## src/verilog/cpu_regset_pkg.sv

```systemverilog
package cpu_regset_pkg;
	// ------------------------------------------------------------
	// widths and layout
	// ------------------------------------------------------------
	localparam int WORD_W = 32;
	localparam int ACC_W = 64;
	localparam int NUM_REGS = 16;
	localparam int REG_IDX_W = 4;
	localparam logic [REG_IDX_W-1:0] STACK_REG_IDX = 4'h0;
	localparam int STATUS_STACK_SEL_BIT = 17;
	localparam int ACC_HI_LSB = 32;
	localparam int ACC_MID_LSB = 16;
	// ------------------------------------------------------------
	// reset values
	// ------------------------------------------------------------
	localparam logic [WORD_W-1:0] WORD_RESET = 32'h0000_0000;
	localparam logic [ACC_W-1:0] ACC_RESET = 64'h0000_0000_0000_0000;
	// ------------------------------------------------------------
	// accumulator operations
	// ------------------------------------------------------------
	typedef enum logic [2:0] {
		ACC_OP_NONE,
		ACC_OP_WRITE_HIGH,
		ACC_OP_WRITE_LOW,
		ACC_OP_LOAD,
		ACC_OP_ADD
	} acc_op_t;
endpackage
```

## src/verilog/accumulator_unit.sv

```systemverilog
`timescale 1ns/100ps
module accumulator_unit
	import cpu_regset_pkg::*;
(
	// clock and reset
	input wire logic clk_sys,
	input wire logic resetn,
	// operation
	input wire acc_op_t acc_op,
	input wire logic [WORD_W-1:0] acc_wdata,
	input wire logic [ACC_W-1:0] acc_result,
	// state
	output logic [ACC_W-1:0] accumulator_64,
	output logic [WORD_W-1:0] acc_read_high,
	output logic [WORD_W-1:0] acc_read_middle
);
	logic [ACC_W-1:0] acc_r;

	// ------------------------------------------------------------
	// accumulator storage
	// ------------------------------------------------------------
	always_ff @(posedge clk_sys or negedge resetn) begin
		if (!resetn) begin
			acc_r <= ACC_RESET;
		end else begin
			case (acc_op)
				ACC_OP_WRITE_HIGH: acc_r[ACC_W-1:ACC_HI_LSB] <= acc_wdata;
				ACC_OP_WRITE_LOW: acc_r[ACC_HI_LSB-1:0] <= acc_wdata;
				ACC_OP_LOAD: acc_r <= acc_result;
				ACC_OP_ADD: acc_r <= acc_r + acc_result;
				default: acc_r <= acc_r;
			endcase
		end
	end

	assign accumulator_64 = acc_r;
	assign acc_read_high = acc_r[ACC_HI_LSB +: WORD_W];
	assign acc_read_middle = acc_r[ACC_MID_LSB +: WORD_W];

	// ------------------------------------------------------------
	// checks
	// ------------------------------------------------------------
	property p_write_high;
		@(posedge clk_sys) disable iff (!resetn)
		acc_op == ACC_OP_WRITE_HIGH |=> acc_r[63:32] == $past(acc_wdata) && acc_r[31:0] == $past(acc_r[31:0]);
	endproperty
	a_write_high: assert property (p_write_high) else $error("high write wrong");
	property p_write_low;
		@(posedge clk_sys) disable iff (!resetn)
		acc_op == ACC_OP_WRITE_LOW |=> acc_r[31:0] == $past(acc_wdata) && acc_r[63:32] == $past(acc_r[63:32]);
	endproperty
	a_write_low: assert property (p_write_low) else $error("low write wrong");
	property p_acc_add;
		@(posedge clk_sys) disable iff (!resetn)
		acc_op == ACC_OP_ADD |=> acc_r == $past(acc_r) + $past(acc_result);
	endproperty
	a_acc_add: assert property (p_acc_add) else $error("accumulate wrong");
	property p_read_mid;
		@(posedge clk_sys) disable iff (!resetn)
		acc_op == ACC_OP_WRITE_LOW |=> acc_read_middle == {$past(acc_r[47:32]), $past(acc_wdata[31:16])};
	endproperty
	a_read_mid: assert property (p_read_mid) else $error("middle read wrong");
	c_acc_add: cover property (@(posedge clk_sys) acc_op == ACC_OP_ADD ##1 acc_op == ACC_OP_ADD);
endmodule

```

## src/verilog/cpu_register_set.sv

```systemverilog
// Behaviour
// - sixteen general registers, read by two ports, written by one
// - general register zero acts as the stack pointer
// - status stack select bit picks interrupt or user stack pointer
// - vector table base register holds relocatable vector table start
// - program counter holds address of executing instruction
// - status word updated from instruction results and processor state
// - fast interrupt copies program counter into backup program counter
// - fast interrupt copies status word into backup status word
// - fast interrupt branches to fast irq target register
// - a 64-bit accumulator is provided
// - multiply and multiply-accumulate instructions modify the accumulator
// - write-high loads bits 63:32, write-low bits 31:0, other half kept
// - read-high returns bits 63:32, read-middle bits 47:16
`timescale 1ns/100ps
module cpu_register_set
	import cpu_regset_pkg::*;
(
	// clock and reset
	input wire logic clk_sys,
	input wire logic resetn,
	// general register access
	input wire logic [REG_IDX_W-1:0] rd_a_idx,
	input wire logic [REG_IDX_W-1:0] rd_b_idx,
	output logic [WORD_W-1:0] rd_a_data,
	output logic [WORD_W-1:0] rd_b_data,
	input wire logic gpr_we,
	input wire logic [REG_IDX_W-1:0] gpr_widx,
	input wire logic [WORD_W-1:0] gpr_wdata,
	// control register writes
	input wire logic vtb_we,
	input wire logic fit_we,
	input wire logic isp_we,
	input wire logic usp_we,
	input wire logic bpc_we,
	input wire logic backup_status_word_we,
	input wire logic [WORD_W-1:0] ctl_wdata,
	// program flow
	input wire logic pc_we,
	input wire logic [WORD_W-1:0] pc_next,
	input wire logic status_we,
	input wire logic [WORD_W-1:0] status_next,
	input wire logic fast_irq_take,
	input wire logic fast_irq_return,
	// accumulator
	input wire acc_op_t acc_op,
	input wire logic [WORD_W-1:0] acc_wdata,
	input wire logic [ACC_W-1:0] acc_result,
	// state
	output logic [WORD_W-1:0] prog_counter,
	output logic [WORD_W-1:0] status_word,
	output logic [WORD_W-1:0] stack_ptr,
	output logic [WORD_W-1:0] interrupt_stack_ptr,
	output logic [WORD_W-1:0] user_stack_ptr,
	output logic [WORD_W-1:0] vector_table_base,
	output logic [WORD_W-1:0] backup_prog_counter,
	output logic [WORD_W-1:0] backup_status_word,
	output logic [WORD_W-1:0] fast_irq_target,
	output logic [ACC_W-1:0] accumulator_64,
	output logic [WORD_W-1:0] acc_read_high,
	output logic [WORD_W-1:0] acc_read_middle
);
	logic [WORD_W-1:0] reg_view [NUM_REGS];
	logic [WORD_W-1:0] isp_r;
	logic [WORD_W-1:0] usp_r;
	logic [WORD_W-1:0] pc_r;
	logic [WORD_W-1:0] psw_r;
	logic [WORD_W-1:0] vtb_r;
	logic [WORD_W-1:0] bpc_r;
	logic [WORD_W-1:0] backup_status_word_r;
	logic [WORD_W-1:0] fit_r;
	logic user_mode;
	logic sp_write;

	generate
		if (STATUS_STACK_SEL_BIT >= WORD_W || NUM_REGS > 2 ** REG_IDX_W) begin : g_bad_cfg
			$error("register set configuration out of range");
		end
	endgenerate

	// ------------------------------------------------------------
	// stack pointer banking
	// ------------------------------------------------------------
	assign user_mode = psw_r[STATUS_STACK_SEL_BIT];
	assign sp_write = gpr_we && gpr_widx == STACK_REG_IDX;
	assign stack_ptr = user_mode ? usp_r : isp_r;

	always_ff @(posedge clk_sys or negedge resetn) begin
		if (!resetn) begin
			isp_r <= WORD_RESET;
		end else if (sp_write && !user_mode) begin
			isp_r <= gpr_wdata;
		end else if (isp_we) begin
			isp_r <= ctl_wdata;
		end
	end

	always_ff @(posedge clk_sys or negedge resetn) begin
		if (!resetn) begin
			usp_r <= WORD_RESET;
		end else if (sp_write && user_mode) begin
			usp_r <= gpr_wdata;
		end else if (usp_we) begin
			usp_r <= ctl_wdata;
		end
	end

	// ------------------------------------------------------------
	// general registers
	// ------------------------------------------------------------
	// each word lives in its own generate scope, the stack slot is a view of the banked pointer
	generate
		for (genvar i = 0; i < NUM_REGS; i++) begin : g_gen
			if (i == STACK_REG_IDX) begin : g_sp
				assign reg_view[i] = stack_ptr;
			end else begin : g_word
				logic [WORD_W-1:0] word_r;
				always_ff @(posedge clk_sys or negedge resetn) begin
					if (!resetn) begin
						word_r <= WORD_RESET;
					end else if (gpr_we && gpr_widx == REG_IDX_W'(i)) begin
						word_r <= gpr_wdata;
					end
				end
				assign reg_view[i] = word_r;
			end
		end
	endgenerate
	assign rd_a_data = reg_view[rd_a_idx];
	assign rd_b_data = reg_view[rd_b_idx];

	// ------------------------------------------------------------
	// program counter and status word
	// ------------------------------------------------------------
	always_ff @(posedge clk_sys or negedge resetn) begin
		if (!resetn) begin
			pc_r <= WORD_RESET;
		end else if (fast_irq_take) begin
			pc_r <= fit_r;
		end else if (fast_irq_return) begin
			pc_r <= bpc_r;
		end else if (pc_we) begin
			pc_r <= pc_next;
		end
	end

	always_ff @(posedge clk_sys or negedge resetn) begin
		if (!resetn) begin
			psw_r <= WORD_RESET;
		end else if (fast_irq_return) begin
			psw_r <= backup_status_word_r;
		end else if (status_we) begin
			psw_r <= status_next;
		end
	end

	// ------------------------------------------------------------
	// backup and vector registers
	// ------------------------------------------------------------
	always_ff @(posedge clk_sys or negedge resetn) begin
		if (!resetn) begin
			bpc_r <= WORD_RESET;
			backup_status_word_r <= WORD_RESET;
		end else if (fast_irq_take) begin
			bpc_r <= pc_r;
			backup_status_word_r <= psw_r;
		end else begin
			if (bpc_we) begin
				bpc_r <= ctl_wdata;
			end
			if (backup_status_word_we) begin
				backup_status_word_r <= ctl_wdata;
			end
		end
	end

	always_ff @(posedge clk_sys or negedge resetn) begin
		if (!resetn) begin
			vtb_r <= WORD_RESET;
			fit_r <= WORD_RESET;
		end else begin
			if (vtb_we) begin
				vtb_r <= ctl_wdata;
			end
			if (fit_we) begin
				fit_r <= ctl_wdata;
			end
		end
	end

	assign prog_counter = pc_r;
	assign status_word = psw_r;
	assign interrupt_stack_ptr = isp_r;
	assign user_stack_ptr = usp_r;
	assign vector_table_base = vtb_r;
	assign backup_prog_counter = bpc_r;
	assign backup_status_word = backup_status_word_r;
	assign fast_irq_target = fit_r;

	// ------------------------------------------------------------
	// accumulator
	// ------------------------------------------------------------
	accumulator_unit i_accumulator_unit (
		.clk_sys(clk_sys),
		.resetn(resetn),
		.acc_op(acc_op),
		.acc_wdata(acc_wdata),
		.acc_result(acc_result),
		.accumulator_64(accumulator_64),
		.acc_read_high(acc_read_high),
		.acc_read_middle(acc_read_middle)
	);

	// ------------------------------------------------------------
	// checks
	// ------------------------------------------------------------
	property p_sp_select;
		@(posedge clk_sys) disable iff (!resetn)
		status_we && !fast_irq_return && !sp_write && !isp_we && !usp_we ##1 rd_a_idx == STACK_REG_IDX
			|-> rd_a_data == ($past(status_next[STATUS_STACK_SEL_BIT]) ? $past(usp_r) : $past(isp_r));
	endproperty
	a_sp_select: assert property (p_sp_select) else $error("stack pointer select wrong");
	property p_sp_write;
		@(posedge clk_sys) disable iff (!resetn)
		sp_write && !user_mode && !usp_we |=> isp_r == $past(gpr_wdata) && usp_r == $past(usp_r);
	endproperty
	a_sp_write: assert property (p_sp_write) else $error("stack write wrong");
	property p_gpr_write;
		@(posedge clk_sys) disable iff (!resetn)
		gpr_we && gpr_widx != STACK_REG_IDX ##1 rd_b_idx == $past(gpr_widx) |-> rd_b_data == $past(gpr_wdata);
	endproperty
	a_gpr_write: assert property (p_gpr_write) else $error("general write lost");
	property p_fast_take;
		@(posedge clk_sys) disable iff (!resetn)
		fast_irq_take |=> bpc_r == $past(pc_r) && backup_status_word_r == $past(psw_r) && pc_r == $past(fit_r);
	endproperty
	a_fast_take: assert property (p_fast_take) else $error("fast interrupt entry wrong");
	property p_fast_ret;
		@(posedge clk_sys) disable iff (!resetn)
		fast_irq_return && !fast_irq_take |=> pc_r == $past(bpc_r) && psw_r == $past(backup_status_word_r);
	endproperty
	a_fast_ret: assert property (p_fast_ret) else $error("fast return wrong");
	property p_pc_step;
		@(posedge clk_sys) disable iff (!resetn)
		pc_we && !fast_irq_take && !fast_irq_return |=> pc_r == $past(pc_next);
	endproperty
	a_pc_step: assert property (p_pc_step) else $error("program counter not updated");
	property p_status;
		@(posedge clk_sys) disable iff (!resetn)
		status_we && !fast_irq_return |=> psw_r == $past(status_next);
	endproperty
	a_status: assert property (p_status) else $error("status not updated");
	property p_vtb;
		@(posedge clk_sys) disable iff (!resetn)
		vtb_we ##1 !vtb_we |-> vector_table_base == $past(ctl_wdata, 1) ##1 vector_table_base == $past(vector_table_base);
	endproperty
	a_vtb: assert property (p_vtb) else $error("vector base wrong");
	c_fast_round: cover property (@(posedge clk_sys) fast_irq_take ##[1:8] fast_irq_return);
	c_user_sp: cover property (@(posedge clk_sys) user_mode && sp_write);
	c_isp_sp: cover property (@(posedge clk_sys) !user_mode && sp_write);
endmodule

```

## config.mk

```make
export PLATFORM = sky130hd
export DESIGN_NAME = cpu_register_set
export DESIGN_NICKNAME = d
export VERILOG_FILES = /design/src/verilog/cpu_regset_pkg.sv /design/src/verilog/accumulator_unit.sv /design/src/verilog/cpu_register_set.sv
export SDC_FILE = /design/constraint.sdc
export NUM_CORES = 2
export LEC_CHECK = 0
export ABC_AREA = 1
export BUFFER_PORTS_ARGS = -buffer_cell sky130_fd_sc_hd__buf_2
export CORE_MARGIN = 4
export CORE_UTILIZATION = 40
export DETAILED_ROUTE_END_ITERATION = 7
export SETUP_SLACK_MARGIN = 0.05
export SYNTH_ARGS = -nofsm -noshare
export SYNTH_HDL_FRONTEND = slang
export SYNTH_SLANG_ARGS = --single-unit
export TNS_END_PERCENT = 10
```

## constraint.sdc

```tcl
create_clock -name clk_sys -period 1.9 [get_ports clk_sys]
set_clock_uncertainty 0.1 [all_clocks]
set_input_delay 0.285 -clock clk_sys [delete_from_list [all_inputs] [get_ports clk_sys]]
set_output_delay 0.285 -clock clk_sys [all_outputs]
set_load 0.01 [all_outputs]
```

; Word level (Yosys, flattened, before mapping)
; Index checks and enable logic that the tools add are counted.
[classes]
add_sub_neg = 1
n_bitwise = 2
reduce_logical = 28
n_eq_ne = 19
mux = 22
order_cmp = 2
[ops]
columns = op, n
row1 = 32-bit 2-to-1 mux, 18
row2 = 32-bit binary-select mux with 4-bit select, 2
row3 = 32-bit one-hot mux with 3 select lines, 2
row4 = 64-bit adder, 1
row5 = 4-bit equality test (second input constant), 8
row6 = 1-bit logical AND, 18
row7 = 4-bit by 3-bit equality test with 1-bit output (second input constant), 4
row8 = 5-bit greater-or-equal comparator (second input constant), 2
row9 = 4-bit inverter with 5-bit output, 2
row10 = 2-bit nonzero test, 5
row11 = 3-bit nonzero test, 3
row12 = 4-bit by 2-bit equality test with 1-bit output (second input constant), 2
row13 = 3-bit by 2-bit equality test with 1-bit output (second input constant), 2
row14 = 4-bit by 1-bit equality test with 1-bit output (second input constant), 1
row15 = 4-bit logical NOT, 1
row16 = 3-bit by 1-bit equality test with 1-bit output (second input constant), 1
row17 = 3-bit equality test (second input constant), 1
row18 = 1-bit logical NOT, 1
[word_totals]
out_inout_bits = 480
elab_cells = 99
reg_bits = 800

; Depth between registers and ports, before layout
[depth]
depth_word = 4
ltp_mapped = 17

; Cells and area by module
; A second synthesis with hierarchy kept.
[unflattened]
cells_unflattened = 7479
hier_area_um2 = 49414.9
[modules_own_cells]
columns = mod, area_each_um2, cells_per_inst, instances
row1 = cpu_register_set, 39889.5, 5690, 1
row2 = accumulator_unit, 9525.4, 1789, 1

; Worst setup path before layout
; OpenSTA, ideal clock, no wires.
[synth_timing]
path_type = register to register
startpoint = register i_accumulator_unit.acc_r[0] (netlist: i_accumulator_unit.accumulator_64[0])
endpoint = register i_accumulator_unit.acc_r[62] (netlist: i_accumulator_unit.accumulator_64[62])
setup_time_ps = 129
arrival_time_ps = 1902
path_buffers = 0
path_stages_with_launch = 18
setup_slack_ps = -231
required_time_ps = 1671
period_less_slack_ps = 2131
path_cell_list = dfrtp_1 -> ha_1 -> inv_1 -> fa_1 -> inv_1 -> nand3_1 -> inv_1 -> nand2_1 -> nand3_1 -> nand2_1 -> nand2_1 -> nand2_1 -> nand2_1 -> nand2_1 -> nand2_1 -> nand2_1 -> nand3_1 -> a21oi_1
[synth_via]
elab_chain_len = 2
[synth_lines]
columns = element, line
row1 = "start, declared", accumulator_unit.sv:17  ; logic [ACC_W-1:0] acc_r;
row2 = "start signal, assigned by index", accumulator_unit.sv:27  ; ACC_OP_WRITE_HIGH: acc_r[ACC_W-1:ACC_HI_LSB] <= acc_wdata;
row3 = "start signal, assigned by index", accumulator_unit.sv:28  ; ACC_OP_WRITE_LOW: acc_r[ACC_HI_LSB-1:0] <= acc_wdata;
row4 = "start signal, assigned", accumulator_unit.sv:29  ; ACC_OP_LOAD: acc_r <= acc_result;
row5 = 64-bit adder, accumulator_unit.sv:30  ; ACC_OP_ADD: acc_r <= acc_r + acc_result;
row6 = 32-bit one-hot mux with 3 select lines, accumulator_unit.sv:26  ; case (acc_op)
; Every way passes these cells.
; A chain may end at the register's enable or synchronous reset.

; Worst setup path in the final report
[layout_timing]
startpoint = register psw_r[17] (netlist: status_word[17])
endpoint = output rd_b_data[29]
[layout_via]
elab_chain_len = 4
[layout_lines]
columns = element, line
row1 = "start, declared", cpu_register_set.sv:67  ; logic [WORD_W-1:0] psw_r;
row2 = "start signal, assigned", cpu_register_set.sv:151  ; psw_r <= backup_status_word_r;
row3 = "start signal, assigned", cpu_register_set.sv:153  ; psw_r <= status_next;
row4 = 32-bit 2-to-1 mux, cpu_register_set.sv:86  ; assign stack_ptr = user_mode ? usp_r : isp_r;
row5 = 32-bit binary-select mux with 4-bit select, cpu_register_set.sv:130  ; assign rd_b_data = reg_view[rd_b_idx];
row6 = 32-bit 2-to-1 mux (implied by the code) (2 in a row), cpu_register_set.sv:130
row7 = "end, declared", cpu_register_set.sv:26  ; output logic [WORD_W-1:0] rd_b_data,
; Every way passes these cells. The select of a mux whose other input is x is not followed.

==> flow_summary.yaml <==
worst_setup_path:
  critPathKind: "reg -> out"
  cp-end-kind: "output pin"
  cp.required_ns: 1.51
  crit_path_max_fanout: 21
  start_kind: "flip-flop"
  arrival_ns: 2.57
placement:
  port_buffers: 731
  place_hpwl_mm: 158
  dp.cells: 8836
  routabilityCongestion: 1.01
routing:
  ant_nets: 0
  wl_mm: 218
  firstDrtPassIters: 8
  post-route-drc-count: 0
  via_per_inst: 5.69
  drt_iter0_markers: 5955
  num_vias: 52697
  avgRoutedWirePerCell_microns: 23.6
power:
  powerDensity_mw_per_mm2: 954
  p_leak_uw: 0.0307
  max-vdd-ir-drop_mv: 0.681
yosys:
  async_flop_share: 1.00
  ys.flop_type: "dfrtp_1"
  ys_ff_latch: 800
  yosysSeqAreaShare: 0.430
  ys_types: 40
  synth_area_per_cell_sq_um: 7.19
  synth_edf_count: 0
  syn-instance-count: 6476
  yosysWarningCount: 0
  syn-cell-area_sq_mm: 0.0465
  synthesis.nets: 6792
cts:
  cts_tree: "yes"
  numCtsBuffers: 96
  root_buffer: "clkbuf_16"
  clkTransAtPathRegs_ns: 0.06
  clkLatencyLatePin_ns: 0.70
  clkSinkCount: 800
  cts_buffer_depth: 3
  htree_levels: 3
finish:
  drive_gt1_frac: 0.246
  final_cells: 9258
  utilization: 0.556
  regMostFlops: "g_gen.g_word.word_r"
  final_nets: 7981
  final_cell_mix: "1292 x nand2_1, 1153 x o21ai_0, 798 x dfrtp_1"
  layout_commonest_cell: "nand2_1"
  largest_reg_flops: 480
  syn_to_final_growth_pct: 37.3
global_route:
  grt_use_total: 0.343
  grt_max_degree: 99
  grt_overflow: 0
  grt_pass1_vias: 49680
  grt_pass1_wl_mm: 319
  grt_antenna_before_repair: 15
die:
  row_count: 124
  die_h_microns: 349
  pin_count: 732
  initial_core_util: 0.405
  core_sq_mm: 0.115
  die_area_sq_mm: 0.122
  die_w_microns: 349
timing:
  setup_viol: 172
  min_period_ns: 2.95
  fmax_mhz: 339
  hold_viol: 0
  worstMarginPinSlew_ns: 0.708
  finalSetupTns_ns: -86.22
  timing.final.ws_setup_ns: -1.05
  slew_headroom: 0.527
  timing.final.crit_share: 1.55
  drv_slew: 0
  rsz0062_at_grt: "true"
run:
  cap_viol_max_count: 0
worst_hold_path:
  hp-class: "in -> reg"
run_status:
  status: "complete, but fails checks"
  violations: "setup timing"
Yosys cell counts, types with 2 or more instances:
| cell | n | area, sq um |
|---|---|---|
| nand4_1 | 6 | 37.5 |
| nor3_1 | 9 | 45.0 |
| nand2_1 | 1394 | 5230 |
| inv_2 | 2 | 7.51 |
| dfrtp_1 | 800 | 20000 |
| and2_1 | 6 | 37.5 |
| o221ai_1 | 134 | 1170 |
| nand3_1 | 249 | 1250 |
| or3_1 | 32 | 200 |
| o22ai_1 | 87 | 544 |
| a21oi_1 | 451 | 2260 |
| o211ai_1 | 91 | 683 |
| nand3b_1 | 8 | 60.1 |
| nor3_2 | 5 | 50.1 |
| nor2_2 | 2 | 12.5 |
| nor4_1 | 3 | 18.8 |
| a31oi_1 | 33 | 206 |
| a41oi_1 | 16 | 140 |
| o21bai_1 | 2 | 15.0 |
| nor2_1 | 673 | 2530 |
| o21ai_1 | 30 | 150 |
| buf_1 | 38 | 143 |
| buf_2 | 58 | 290 |
| inv_1 | 578 | 2170 |
| or2_2 | 17 | 106 |
| a211oi_1 | 2 | 15.0 |
| buf_4 | 67 | 503 |
| ha_1 | 63 | 788 |
| a221oi_1 | 44 | 385 |
| o21ai_0 | 1195 | 5980 |
| clkbuf_1 | 372 | 1400 |
worst max-delay path, cell delays in order (launching register included):
cell and delay, ns:
dfrtp_2 0.42, buf_12 0.21, buf_12 0.20, nand2_1 0.06
o21ai_1 0.07, buf_4 0.16, nor2_1 0.05, o22ai_1 0.16
o221ai_1 0.15, nand2_1 0.18, buf_2 0.16
cells by family after synthesis:
| logic type | Yosys count | share of synthesized area |
|---|---|---|
| AND/OR/NAND/NOR | 2406 | 0.206 |
| AO/OA/AOI/OAI | 2088 | 0.249 |
| buffers and inverters | 1117 | 0.0971 |
| adder cells (fa/ha/maj) | 64 | 0.0174 |
| flip-flops | 800 | 0.430 |
| XOR/XNOR | 1 | 0.000188 |
path summary, 6_finish.rpt:
path / slack, ns / cells past startpoint / start / endpoint
max reg2reg: -0.41 / 16 / i_accumulator_unit.accumulator_64[0]$_DFFE_PN0P_ / i_accumulator_unit.accumulator_64[46]$_DFFE_PN0P_
min: 0.01 / 5 / acc_result[42] / i_accumulator_unit.accumulator_64[42]$_DFFE_PN0P_
min reg2reg: 0.39 / 2 / g_gen[7].g_word.word_r[11]$_DFFE_PN0P_ / g_gen[7].g_word.word_r[11]$_DFFE_PN0P_
min in group asynchronous: 0.26 / 3 / resetn / g_gen[9].g_word.word_r[10]$_DFFE_PN0P_
max: -1.05 / 10 / status_word[17]$_DFFE_PN0P_ / rd_b_data[29]
max in group asynchronous: 0.57 / 3 / resetn / g_gen[15].g_word.word_r[5]$_DFFE_PN0P_
where the power goes:
| group | switching, uW | internal [uW] | leakage, uW |
|---|---|---|---|
| registers | 2320 | 20000 | 0.00983 |
| clock network | 7990 | 10900 | 0.00158 |
| logic | 11500 | 8190 | 0.0193 |
metal layers:
layer,GRT usage,up-vias,part of all wire
li1,-,24063,-
met4,0.206,4,0.071
met1,0.452,25043,0.40
met5,0,-,0.000096
met2,0.529,2952,0.44
met3,0.0614,635,0.087
timing repair:
item,4_1_cts,5_1_grt
gates resized for setup,262,205
pin swaps,20,35
endpoints found under the setup margin,194,208
setup buffers,8,7
endpoints found under the hold margin,1147,1
hold buffers,228,1
area by class of cell:
class                           instances  area [sq um]
Tap cell                             1512          1890
Sequential cell                       800         20000
Antenna cell                            9          22.5
Inverter                              582          2190
Clock inverter                         31           380
Multi-Input combinational cell       4559         23800
Timing Repair Buffer                 1626         12800
Clock buffer                          139          2830
Fill cell                           10810         51100
per-stage QoR:
step                power [uW]  worst slack (ns)  hold WS (ns)  cell area [sq um]
finish                   60900             -1.05        0.0107              63900
global route             64000             -1.13        0.0136              63900
CTS                      60100             -1.08      0.000125              62900
detailed placement       40000            -0.829        0.0746              56200
global placement         39700            -0.784        0.0739              56200
floorplan                31300            -0.123        -0.111              46600
(Power assumes the default switching activity.)
